==> src/sac_pkg.sv <==
package sac_pkg;

   // Data path widths
   localparam int DATA_W  = 8;
   localparam int CHAN_W  = 4;
   localparam int AXI_AW  = 6;
   localparam int AXI_DW  = 32;

   // Register indices; the byte address is four times the index
   localparam logic [3:0] IDX_PORT   = 4'h3;
   localparam logic [3:0] IDX_RESULT = 4'h8;
   localparam logic [3:0] IDX_STATUS = 4'h9;
   localparam logic [AXI_AW-1:0] ADDR_PORT   = {IDX_PORT, 2'b00};
   localparam logic [AXI_AW-1:0] ADDR_RESULT = {IDX_RESULT, 2'b00};
   localparam logic [AXI_AW-1:0] ADDR_STATUS = {IDX_STATUS, 2'b00};

   // Reset values
   localparam logic [DATA_W-1:0] STATUS_RESET = 8'h00;
   localparam logic [DATA_W-1:0] RESULT_RESET = 8'h00;

   // Multiplexer codes seen by the analog front end
   localparam logic [CHAN_W-1:0] CH_LAST_PIN = 4'h7;
   localparam logic [CHAN_W-1:0] CH_HIGH_REF = 4'h8;
   localparam logic [CHAN_W-1:0] CH_MID_REF  = 4'h9;
   localparam logic [CHAN_W-1:0] CH_LOW_REF  = 4'ha;

   // Conversion timing, in converter clock ticks
   localparam int SAMPLE_CYCLES = 12;
   localparam int SETTLE_TICKS  = 4;
   localparam int SAR_STEPS     = 8;

   // AXI responses
   localparam logic [1:0] RESP_OKAY   = 2'b00;
   localparam logic [1:0] RESP_SLVERR = 2'b10;

   // Status/control register layout, bit 7 down to bit 0
   typedef struct packed {
      logic              done;
      logic              rc_sel;
      logic              pwr_on;
      logic              rsvd;
      logic [CHAN_W-1:0] chan;
   } sac_status_s;

   // Signals handed to the analog front end
   typedef struct packed {
      logic              conv_en;
      logic              rc_osc_on;
      logic              hold;
      logic [CHAN_W-1:0] mux;
      logic [DATA_W-1:0] dac;
   } sac_afe_s;

   // Gray along idle, sample, compare, finish
   typedef enum logic [1:0] {
      ST_IDLE    = 2'b00,
      ST_SAMPLE  = 2'b01,
      ST_COMPARE = 2'b11,
      ST_FINISH  = 2'b10
   } sac_state_e;

endpackage

==> src/sac_sar_core.sv <==
`timescale 1ns/1ps
`default_nettype none
module sac_sar_core
   import sac_pkg::*;
(
   // Clock and reset
   input  wire logic              aclk,
   input  wire logic              aresetn,
   // Control
   input  wire logic              enable,
   input  wire logic              restart,
   input  wire logic              tick,
   input  wire logic              cmp_high,
   // Results
   output logic                   hold,
   output logic [DATA_W-1:0]      dac,
   output logic [DATA_W-1:0]      sar_value,
   output logic                   done
);

   sac_state_e       state;
   logic [3:0]       tick_cnt;
   logic [2:0]       bit_idx;
   logic [DATA_W-1:0] sar;

   localparam logic [3:0] SAMPLE_LAST = 4'(SAMPLE_CYCLES - 1);
   localparam logic [3:0] SETTLE_LAST = 4'(SETTLE_TICKS - 1);
   localparam logic [2:0] MSB_IDX     = 3'(SAR_STEPS - 1);

   ////////////////////////////////////////////////////////////////////////
   // Sequencer: sample once, then one bit per step from the MSB
   always_ff @(posedge aclk) begin
      if (!aresetn || !enable) begin
         state    <= ST_IDLE;
         tick_cnt <= 4'h0;
         bit_idx  <= MSB_IDX;
         sar      <= 8'h00;
         done     <= 1'b0;
      end else if (restart) begin
         state    <= ST_SAMPLE;
         tick_cnt <= 4'h0;
         bit_idx  <= MSB_IDX;
         sar      <= 8'h00;
         done     <= 1'b0;
      end else begin
         done <= 1'b0;
         unique case (state)
            ST_IDLE: begin
               state    <= ST_SAMPLE;
               tick_cnt <= 4'h0;
            end
            ST_SAMPLE: if (tick) begin
               if (tick_cnt == SAMPLE_LAST) begin
                  state    <= ST_COMPARE;
                  tick_cnt <= 4'h0;
                  bit_idx  <= MSB_IDX;
                  sar      <= 8'h80;
               end else begin
                  tick_cnt <= tick_cnt + 4'h1;
               end
            end
            ST_COMPARE: if (tick) begin
               if (tick_cnt == SETTLE_LAST) begin
                  tick_cnt <= 4'h0;
                  // Keep the trial bit only if input is at or above it
                  sar[bit_idx] <= cmp_high;
                  if (bit_idx == 3'h0) begin
                     state <= ST_FINISH;
                  end else begin
                     sar[bit_idx - 3'h1] <= 1'b1;
                     bit_idx <= bit_idx - 3'h1;
                  end
               end else begin
                  tick_cnt <= tick_cnt + 4'h1;
               end
            end
            ST_FINISH: begin
               done     <= 1'b1;
               state    <= ST_SAMPLE;
               tick_cnt <= 4'h0;
            end
         endcase
      end
   end

   // Hold the sample switch closed only while sampling
   always_comb begin
      hold      = (state != ST_SAMPLE);
      dac       = sar;
      sar_value = sar;
   end

endmodule
`default_nettype wire

==> src/sac_adc_ctrl.sv <==
// What this block does
// - Single 8-bit SAR converter behind an eleven-way input multiplexer.
// - Input at high reference gives 0xff, at low gives 0x00, no overflow.
// - Converter steps on the bus clock or on the RC oscillator.
// - Setting rc_clock_select turns the RC oscillator on.
// - Clearing converter_power_on switches the converter off.
// - Eleven selections: eight analog inputs and three reference points.
// - Input is sampled once per conversion and held for all compares.
// - On completion result_reg takes the SAR and the done flag sets.
// - A status write with byte lane 0 strobed aborts, clears the flag and restarts.
// - Reset clears rc_clock_select and converter_power_on.
// - Disabled converter: port pins read as digital inputs.
// - Enabled converter: port pins still read as digital levels.
// - After each conversion another starts on the same channel.
// - Reading result_reg or writing status clears the done flag.
// - Reset leaves status and result registers at zero.
// - Result register at index 0x08, status/control at 0x09.
// - Codes 0-7 pins, 8 high ref, 9 midpoint, 10-15 low ref.
// - Powered converter uses RC clock if selected, else bus clock.
// - Stop state halts converter clocks and the RC oscillator.
`timescale 1ns/1ps
`default_nettype none
module sac_adc_ctrl
   import sac_pkg::*;
(
   // Clock and reset
   input  wire logic              aclk,
   input  wire logic              aresetn,
   // AXI4-Lite write address
   input  wire logic [AXI_AW-1:0] s_axi_awaddr,
   input  wire logic [2:0]        s_axi_awprot,
   input  wire logic              s_axi_awvalid,
   output logic                   s_axi_awready,
   // AXI4-Lite write data
   input  wire logic [AXI_DW-1:0] s_axi_wdata,
   input  wire logic [3:0]        s_axi_wstrb,
   input  wire logic              s_axi_wvalid,
   output logic                   s_axi_wready,
   // AXI4-Lite write response
   output logic [1:0]             s_axi_bresp,
   output logic                   s_axi_bvalid,
   input  wire logic              s_axi_bready,
   // AXI4-Lite read address
   input  wire logic [AXI_AW-1:0] s_axi_araddr,
   input  wire logic [2:0]        s_axi_arprot,
   input  wire logic              s_axi_arvalid,
   output logic                   s_axi_arready,
   // AXI4-Lite read data
   output logic [AXI_DW-1:0]      s_axi_rdata,
   output logic [1:0]             s_axi_rresp,
   output logic                   s_axi_rvalid,
   input  wire logic              s_axi_rready,
   // Processor state
   input  wire logic              stop_mode,
   // Pins and analog front end
   input  wire logic [DATA_W-1:0] analog_port_pins,
   input  wire logic              rc_osc_clk,
   input  wire logic              comparator_high,
   output sac_afe_s               afe
);

   ////////////////////////////////////////////////////////////////////////
   // Declarations
   sac_status_s       status;
   logic [DATA_W-1:0] result;
   logic [DATA_W-1:0] pins_s1;
   logic [DATA_W-1:0] pins_s2;
   logic [2:0]        rc_sync;
   logic [1:0]        cmp_sync;
   logic              aw_held;
   logic              w_held;
   logic [AXI_AW-1:0] aw_addr;
   logic [DATA_W-1:0] w_data;
   logic              w_lane0;
   logic              do_write;
   logic              do_read;
   logic              status_write;
   logic              result_read;
   logic              conv_run;
   logic              step_tick;
   logic              core_hold;
   logic [DATA_W-1:0] core_dac;
   logic [DATA_W-1:0] core_sar;
   logic              core_done;
   logic [CHAN_W-1:0] next_mux;

   ////////////////////////////////////////////////////////////////////////
   // Pin synchronisers: pins and the RC oscillator are asynchronous
   always_ff @(posedge aclk) begin
      if (!aresetn) begin
         pins_s1 <= 8'h00;
         pins_s2 <= 8'h00;
      end else begin
         pins_s1 <= analog_port_pins;
         pins_s2 <= pins_s1;
      end
   end

   // Third stage feeds the edge detector, never the first one
   always_ff @(posedge aclk) begin
      if (!aresetn) begin
         rc_sync  <= 3'b000;
         cmp_sync <= 2'b00;
      end else begin
         rc_sync  <= {rc_sync[1:0], rc_osc_clk};
         cmp_sync <= {cmp_sync[0], comparator_high};
      end
   end

   ////////////////////////////////////////////////////////////////////////
   // Converter clock choice and run condition
   always_comb begin
      // Stop state overrides power-on; the flag and result survive it
      conv_run  = status.pwr_on && !stop_mode;
      // RC mode steps on each rising oscillator edge, else every cycle
      step_tick = status.rc_sel ? (rc_sync[1] && !rc_sync[2])
                                : 1'b1;
   end

   // One SAR engine serves every channel
   sac_sar_core u_core (
      .aclk      (aclk),
      .aresetn   (aresetn),
      .enable    (conv_run),
      .restart   (status_write),
      .tick      (step_tick),
      .cmp_high  (cmp_sync[1]),
      .hold      (core_hold),
      .dac       (core_dac),
      .sar_value (core_sar),
      .done      (core_done)
   );

   ////////////////////////////////////////////////////////////////////////
   // Channel code to multiplexer code
   always_comb begin
      if (status.chan <= CH_LAST_PIN) begin
         next_mux = status.chan;
      end else if (status.chan == CH_HIGH_REF) begin
         next_mux = CH_HIGH_REF;
      end else if (status.chan == CH_MID_REF) begin
         next_mux = CH_MID_REF;
      end else begin
         next_mux = CH_LOW_REF;
      end
   end

   // Front end outputs are registered; the settle count covers the lag
   always_ff @(posedge aclk) begin
      if (!aresetn) begin
         afe <= '0;
      end else begin
         afe.conv_en   <= conv_run;
         afe.rc_osc_on <= status.rc_sel && !stop_mode;
         afe.hold      <= core_hold;
         afe.mux       <= next_mux;
         afe.dac       <= core_dac;
      end
   end

   ////////////////////////////////////////////////////////////////////////
   // Write channel: address and data captured in either order
   always_comb begin
      do_write     = aw_held && w_held && !s_axi_bvalid;
      status_write = do_write && (aw_addr == ADDR_STATUS) && w_lane0;
      do_read      = s_axi_arvalid && s_axi_arready;
      result_read  = do_read && (s_axi_araddr == ADDR_RESULT);
   end

   always_ff @(posedge aclk) begin
      if (!aresetn) begin
         aw_held       <= 1'b0;
         aw_addr       <= '0;
         s_axi_awready <= 1'b0;
      end else begin
         s_axi_awready <= !aw_held && !s_axi_awready;
         if (s_axi_awvalid && s_axi_awready) begin
            aw_held <= 1'b1;
            aw_addr <= s_axi_awaddr;
         end else if (do_write) begin
            aw_held <= 1'b0;
         end
      end
   end

   always_ff @(posedge aclk) begin
      if (!aresetn) begin
         w_held       <= 1'b0;
         w_data       <= 8'h00;
         w_lane0      <= 1'b0;
         s_axi_wready <= 1'b0;
      end else begin
         s_axi_wready <= !w_held && !s_axi_wready;
         if (s_axi_wvalid && s_axi_wready) begin
            w_held  <= 1'b1;
            w_data  <= s_axi_wdata[DATA_W-1:0];
            w_lane0 <= s_axi_wstrb[0];
         end else if (do_write) begin
            w_held <= 1'b0;
         end
      end
   end

   // Response one cycle after both halves are held
   always_ff @(posedge aclk) begin
      if (!aresetn) begin
         s_axi_bvalid <= 1'b0;
         s_axi_bresp  <= RESP_OKAY;
      end else if (do_write) begin
         s_axi_bvalid <= 1'b1;
         // Read-only registers ignore writes but still answer OKAY
         if (aw_addr == ADDR_STATUS || aw_addr == ADDR_RESULT ||
             aw_addr == ADDR_PORT) begin
            s_axi_bresp <= RESP_OKAY;
         end else begin
            s_axi_bresp <= RESP_SLVERR;
         end
      end else if (s_axi_bready) begin
         s_axi_bvalid <= 1'b0;
      end
   end

   ////////////////////////////////////////////////////////////////////////
   // Status/control register: control fields
   always_ff @(posedge aclk) begin
      if (!aresetn) begin
         status.rc_sel <= 1'b0;
         status.pwr_on <= 1'b0;
         status.rsvd   <= 1'b0;
         status.chan   <= 4'h0;
      end else if (status_write) begin
         status.rc_sel <= w_data[6];
         status.pwr_on <= w_data[5];
         status.chan   <= w_data[CHAN_W-1:0];
      end
   end

   // Done flag: a completion in the clearing cycle still sets it
   always_ff @(posedge aclk) begin
      if (!aresetn) begin
         status.done <= 1'b0;
      end else if (core_done) begin
         status.done <= 1'b1;
      end else if (status_write || result_read) begin
         status.done <= 1'b0;
      end
   end

   // Result register loads from the SAR at completion only
   always_ff @(posedge aclk) begin
      if (!aresetn) begin
         result <= RESULT_RESET;
      end else if (core_done) begin
         result <= core_sar;
      end
   end

   ////////////////////////////////////////////////////////////////////////
   // Read channel: one outstanding read, answered the next cycle
   always_ff @(posedge aclk) begin
      if (!aresetn) begin
         s_axi_arready <= 1'b0;
      end else begin
         s_axi_arready <= !s_axi_rvalid && !s_axi_arready;
      end
   end

   always_ff @(posedge aclk) begin
      if (!aresetn) begin
         s_axi_rvalid <= 1'b0;
         s_axi_rdata  <= '0;
         s_axi_rresp  <= RESP_OKAY;
      end else if (do_read) begin
         s_axi_rvalid <= 1'b1;
         s_axi_rresp  <= RESP_OKAY;
         unique case (s_axi_araddr)
            // Pin levels are visible whether or not converting
            ADDR_PORT:   s_axi_rdata <= {24'h000000, pins_s2};
            ADDR_RESULT: s_axi_rdata <= {24'h000000, result};
            ADDR_STATUS: s_axi_rdata <= {24'h000000, status};
            default: begin
               s_axi_rdata <= '0;
               s_axi_rresp <= RESP_SLVERR;
            end
         endcase
      end else if (s_axi_rready) begin
         s_axi_rvalid <= 1'b0;
      end
   end

   // Port reads during a conversion are legal, only noisier

endmodule
`default_nettype wire

==> config.mk <==
export PLATFORM = sky130hd
export DESIGN_NAME = sac_adc_ctrl
export DESIGN_NICKNAME = d
export VERILOG_FILES = /design/src/sac_pkg.sv /design/src/sac_sar_core.sv /design/src/sac_adc_ctrl.sv
export SDC_FILE = /design/constraint.sdc
export NUM_CORES = 1
export LEC_CHECK = 0
export BUFFER_PORTS_ARGS = -buffer_cell sky130_fd_sc_hd__buf_2
export CORE_MARGIN = 2
export CORE_UTILIZATION = 35
export DETAILED_ROUTE_END_ITERATION = 6
export PLACE_DENSITY_LB_ADDON = 0.15
export SLEW_MARGIN = 0
export SYNTH_ARGS = -nofsm -noshare
export SYNTH_HDL_FRONTEND = slang
export SYNTH_HIERARCHICAL = 1
export SYNTH_SLANG_ARGS = --single-unit
==> constraint.sdc <==
create_clock -name aclk -period 2.18 [get_ports aclk]
set_input_delay 0.436 -clock aclk [delete_from_list [all_inputs] [get_ports aclk]]
set_output_delay 0.436 -clock aclk [all_outputs]
set_load 0.005 [all_outputs]
==> metrics.cfg <==
[cts]
post-cts-setup-buffers=0
clock-root-buffer=clkbuf_16
cts-resized-gates=0
clk_pin_slew_worst_paths_ps=70
num_cts_buffers=9
worst_skew_pair_later_pin_latency_ps=350
tritoncts_clock_tree=yes
cts.sinks=99
cts.hold.buffers_added=0
htree_levels=3
clk_path_buf_depth=2

[floorplanning]
die_w_um=113.9
initial_utilization_pct=35.47
chipHeight_um=113.9
rows=40
pin_count=128
die-area_um2=12970
area_of_the_placeable_core_um2=11910

[outcome]
status=complete, no violations

[worst_setup_path]
timing.reg2reg.setup_slack_ps=310
critPathRequiredTime_ps=2460
crit_end_category=flop
rr_worst_depth=6
crit_reg_reg_startpoint=s_axi_bvalid
critical_path.max_fanout=6
critical_path_cell_count=6
timing.critical_path.from_type=flop
criticalPathCategory=reg -> reg
r2r-end=u_core/tick_cnt[3]
critPathSlowestCell=or4_1
worst_path_dominant_cell_family=simple AND/OR/NAND/NOR gates
timing.critical_path.to=u_core/tick_cnt[3]
arrival_ps=2150
path_cells=nand3b_1, nor3_4, and3b_1, nand2_1, or4_1, o21ai_1
critPathMaxStageDelay_ps=510
worstPathBufferInverterCount=0
startpoint=s_axi_bvalid

[power]
vdd_ir_drop_max_mv=0.3923
p_leak_nw=1.985
power_density_nw_per_um2=751.5

[timing]
final.setup.tns_ps=0
setup_repair_after_global_routing_missed_its_margin=no
timing_worst_slew_pin_value_ps=616.6
finClkSkew_ps=7.686
timing_max_transition_violations_final=0
final-hold-violation-count=0
setup_violations=0
achievable-frequency_mhz=534.5
period_share_pct=85.81
relSlewSlack_pct=58.85
fin_crit_ps=1871

[min_path]
worst_hold_path_type=in -> reg
hp-start=stop_mode

[yosys]
netlist_area_um2=4225
ys_async_sr_fraction_pct=0
ys_dominant_reg_cell=dfxtp_1
synth_top_area_share_pct=46.91
leading_area_contributor_after_synthesis=dfxtp_1
synthTopCellsByArea=dfxtp_1, buf_4, and2_1
synth_enable_flop_cells=0
register_bit_count_reported_by_yosys=99
ys_warn_count=6
seq_area_frac_synth_pct=46.91
ys_types=61
synthesis.area_per_instance_um2=9.067
postSynthCellCount=466

[final_layout]
instances_no_fill=673
nNetsFinal=596
flip_flop_count_of_the_largest_register_all_copies_and_words_added=15
antenna-diode-count=0
registers.top_by_ff_count=afe
area.growth.synth_to_final_pct=15.22
final_layout_size_suffix_gt1_share_pct=20.15

[placement]
routabilityCongestion=0.8455
portBuffers=66
hpwlAfterDp_mm=6.853
placed_cells_incl_taps=657

[grt]
pin_count_of_the_biggest_net_entering_global_routing=52
gr-usage-met1_pct=20.99
grt.busiest_layer=met2
global_route_wire_length_before_repair_mm=15.45
antenna_violations_before_repair=0
globalRouteMet3Util_pct=4.888
grt_util_met2_pct=22.95
grt_remaining_overflow=0
first_global_vias=3043
grt_use_total_pct=15.23

[detailed_routing]
drt-total-wl_mm=9.546
avgRoutedWirePerCell_um=14.18
drt.antenna.violating_nets=0
drc=0
initialDrtViolationCount=259
avgViaCountPerCell=5.027
dr_pass1_iterations=5
num_vias=3383

[flow_run]
cap_viol_max_count=0

## power breakdown
group	switching (W)	total (W)	leakage, nW	internal [W]
clock	0.000703	0.00161	0.144	0.000902
combinational	0.000101	0.000173	1.04	0.0000722
sequential	0.0000303	0.00188	0.805	0.00185
total	0.000834	0.00366	1.99	0.00282
## metal layers
layer,vias to the layer above,share of wire [%]
met5,-,0
met4,0,1.1
met3,10,6.5
met2,106,44
met1,1583,48
li1,1684,-
## synthesized netlist by cell type, types with 5 or more instances
cell      number
a21oi_1       26
buf_4         37
nor2b_1        5
inv_1         11
a32oi_1       14
buf_2          7
nand4_1        9
o21ai_0       11
nor2_1        26
nand3_1       30
dfxtp_1       99
nand2_1       49
clkbuf_1      12
mux2i_1       17
and2_1        33
nor3_1         6
## cell type report
| cell class | count | area (um2) |
|---|---|---|
| Multi-Input combinational cell | 320 | 1912 |
| Fill cell | 1222 | 7043 |
| Inverter | 11 | 41.29 |
| Clock buffer | 10 | 229.0 |
| Sequential cell | 99 | 1982 |
| Tap cell | 147 | 183.9 |
| Timing Repair Buffer | 80 | 447.9 |
| Clock inverter | 6 | 72.57 |
## cell usage in the layout, fill, tap and decap left out, types with 2 or more instances in the layout
master / netlist / layout
a211oi_2: 2 / 2
nand2_1: 49 / 49
o21a_1: 2 / 2
buf_4: 37 / 13
clkbuf_16: 0 / 9
mux2i_1: 17 / 17
nor2_1: 26 / 26
inv_1: 11 / 11
o21ai_1: 4 / 4
nor3_1: 6 / 6
o21ai_0: 11 / 11
conb_1: 1 / 26
nand4_1: 9 / 9
dfxtp_1: 99 / 99
a211o_1: 2 / 2
a21o_1: 2 / 2
ha_1: 3 / 3
a21oi_1: 26 / 26
nor2b_1: 5 / 5
nand3b_1: 2 / 2
nand2b_1: 4 / 4
and2_1: 33 / 33
buf_2: 7 / 66
and3b_1: 3 / 3
o22ai_1: 4 / 4
o31ai_1: 2 / 2
and3_1: 4 / 4
a31oi_1: 4 / 4
clkinv_4: 0 / 2
o22a_1: 2 / 2
nand3_1: 30 / 30
inv_6: 0 / 2
a32oi_1: 14 / 14
## worst reg2reg max path: cells and delay by family (launching register included)
kind | cells | cell delay, ps
AND/OR/NAND/NOR | 5 | 1350
flip-flops | 1 | 380
AO/OA/AOI/OAI | 1 | 70
## kinds of logic (layout without fill, tap and decap cells)
kind of cell / Yosys count / after routing / synth area share (%)
buf+inv: 72 / 107 / 10.07
fa+ha+maj: 3 / 3 / 0.8885
simple gates: 182 / 182 / 22.62
xor+xnor: 1 / 1 / 0.3851
flops: 99 / 99 / 46.91
other cells: 1 / 26 / 0.08875
mux: 18 / 18 / 4.294
compound gates: 90 / 90 / 14.75
## how the worst min path moves through the flow
stage / slack (ps) / to / cells after the start
CTS: 260 / afe[13] / 2
floorplan: 400 / rc_sync[2] / 2
global route: 250 / afe[13] / 2
detailed placement: 420 / cmp_sync[1] / 1
global placement: 420 / rc_sync[2] / 2
finish: 270 / afe[13] / 2
## metrics by stage
step	setup slack (ps)	area (um2)	hold WS [ps]	total power, W	utilization [%]
6_report	309.3	4868	274.3	0.003659	40.87
5_1_grt	172.9	4868	255.0	0.003819	40.87
4_1_cts	301.6	4868	259.2	0.003715	40.87
3_5_place_dp	323.2	4567	420.3	0.002097	38.34
3_3_place_gp	302.2	4567	417.4	0.002094	38.34
2_1_floorplan	251.7	4319	404.6	0.002048	-
(Power assumes the default switching activity.)
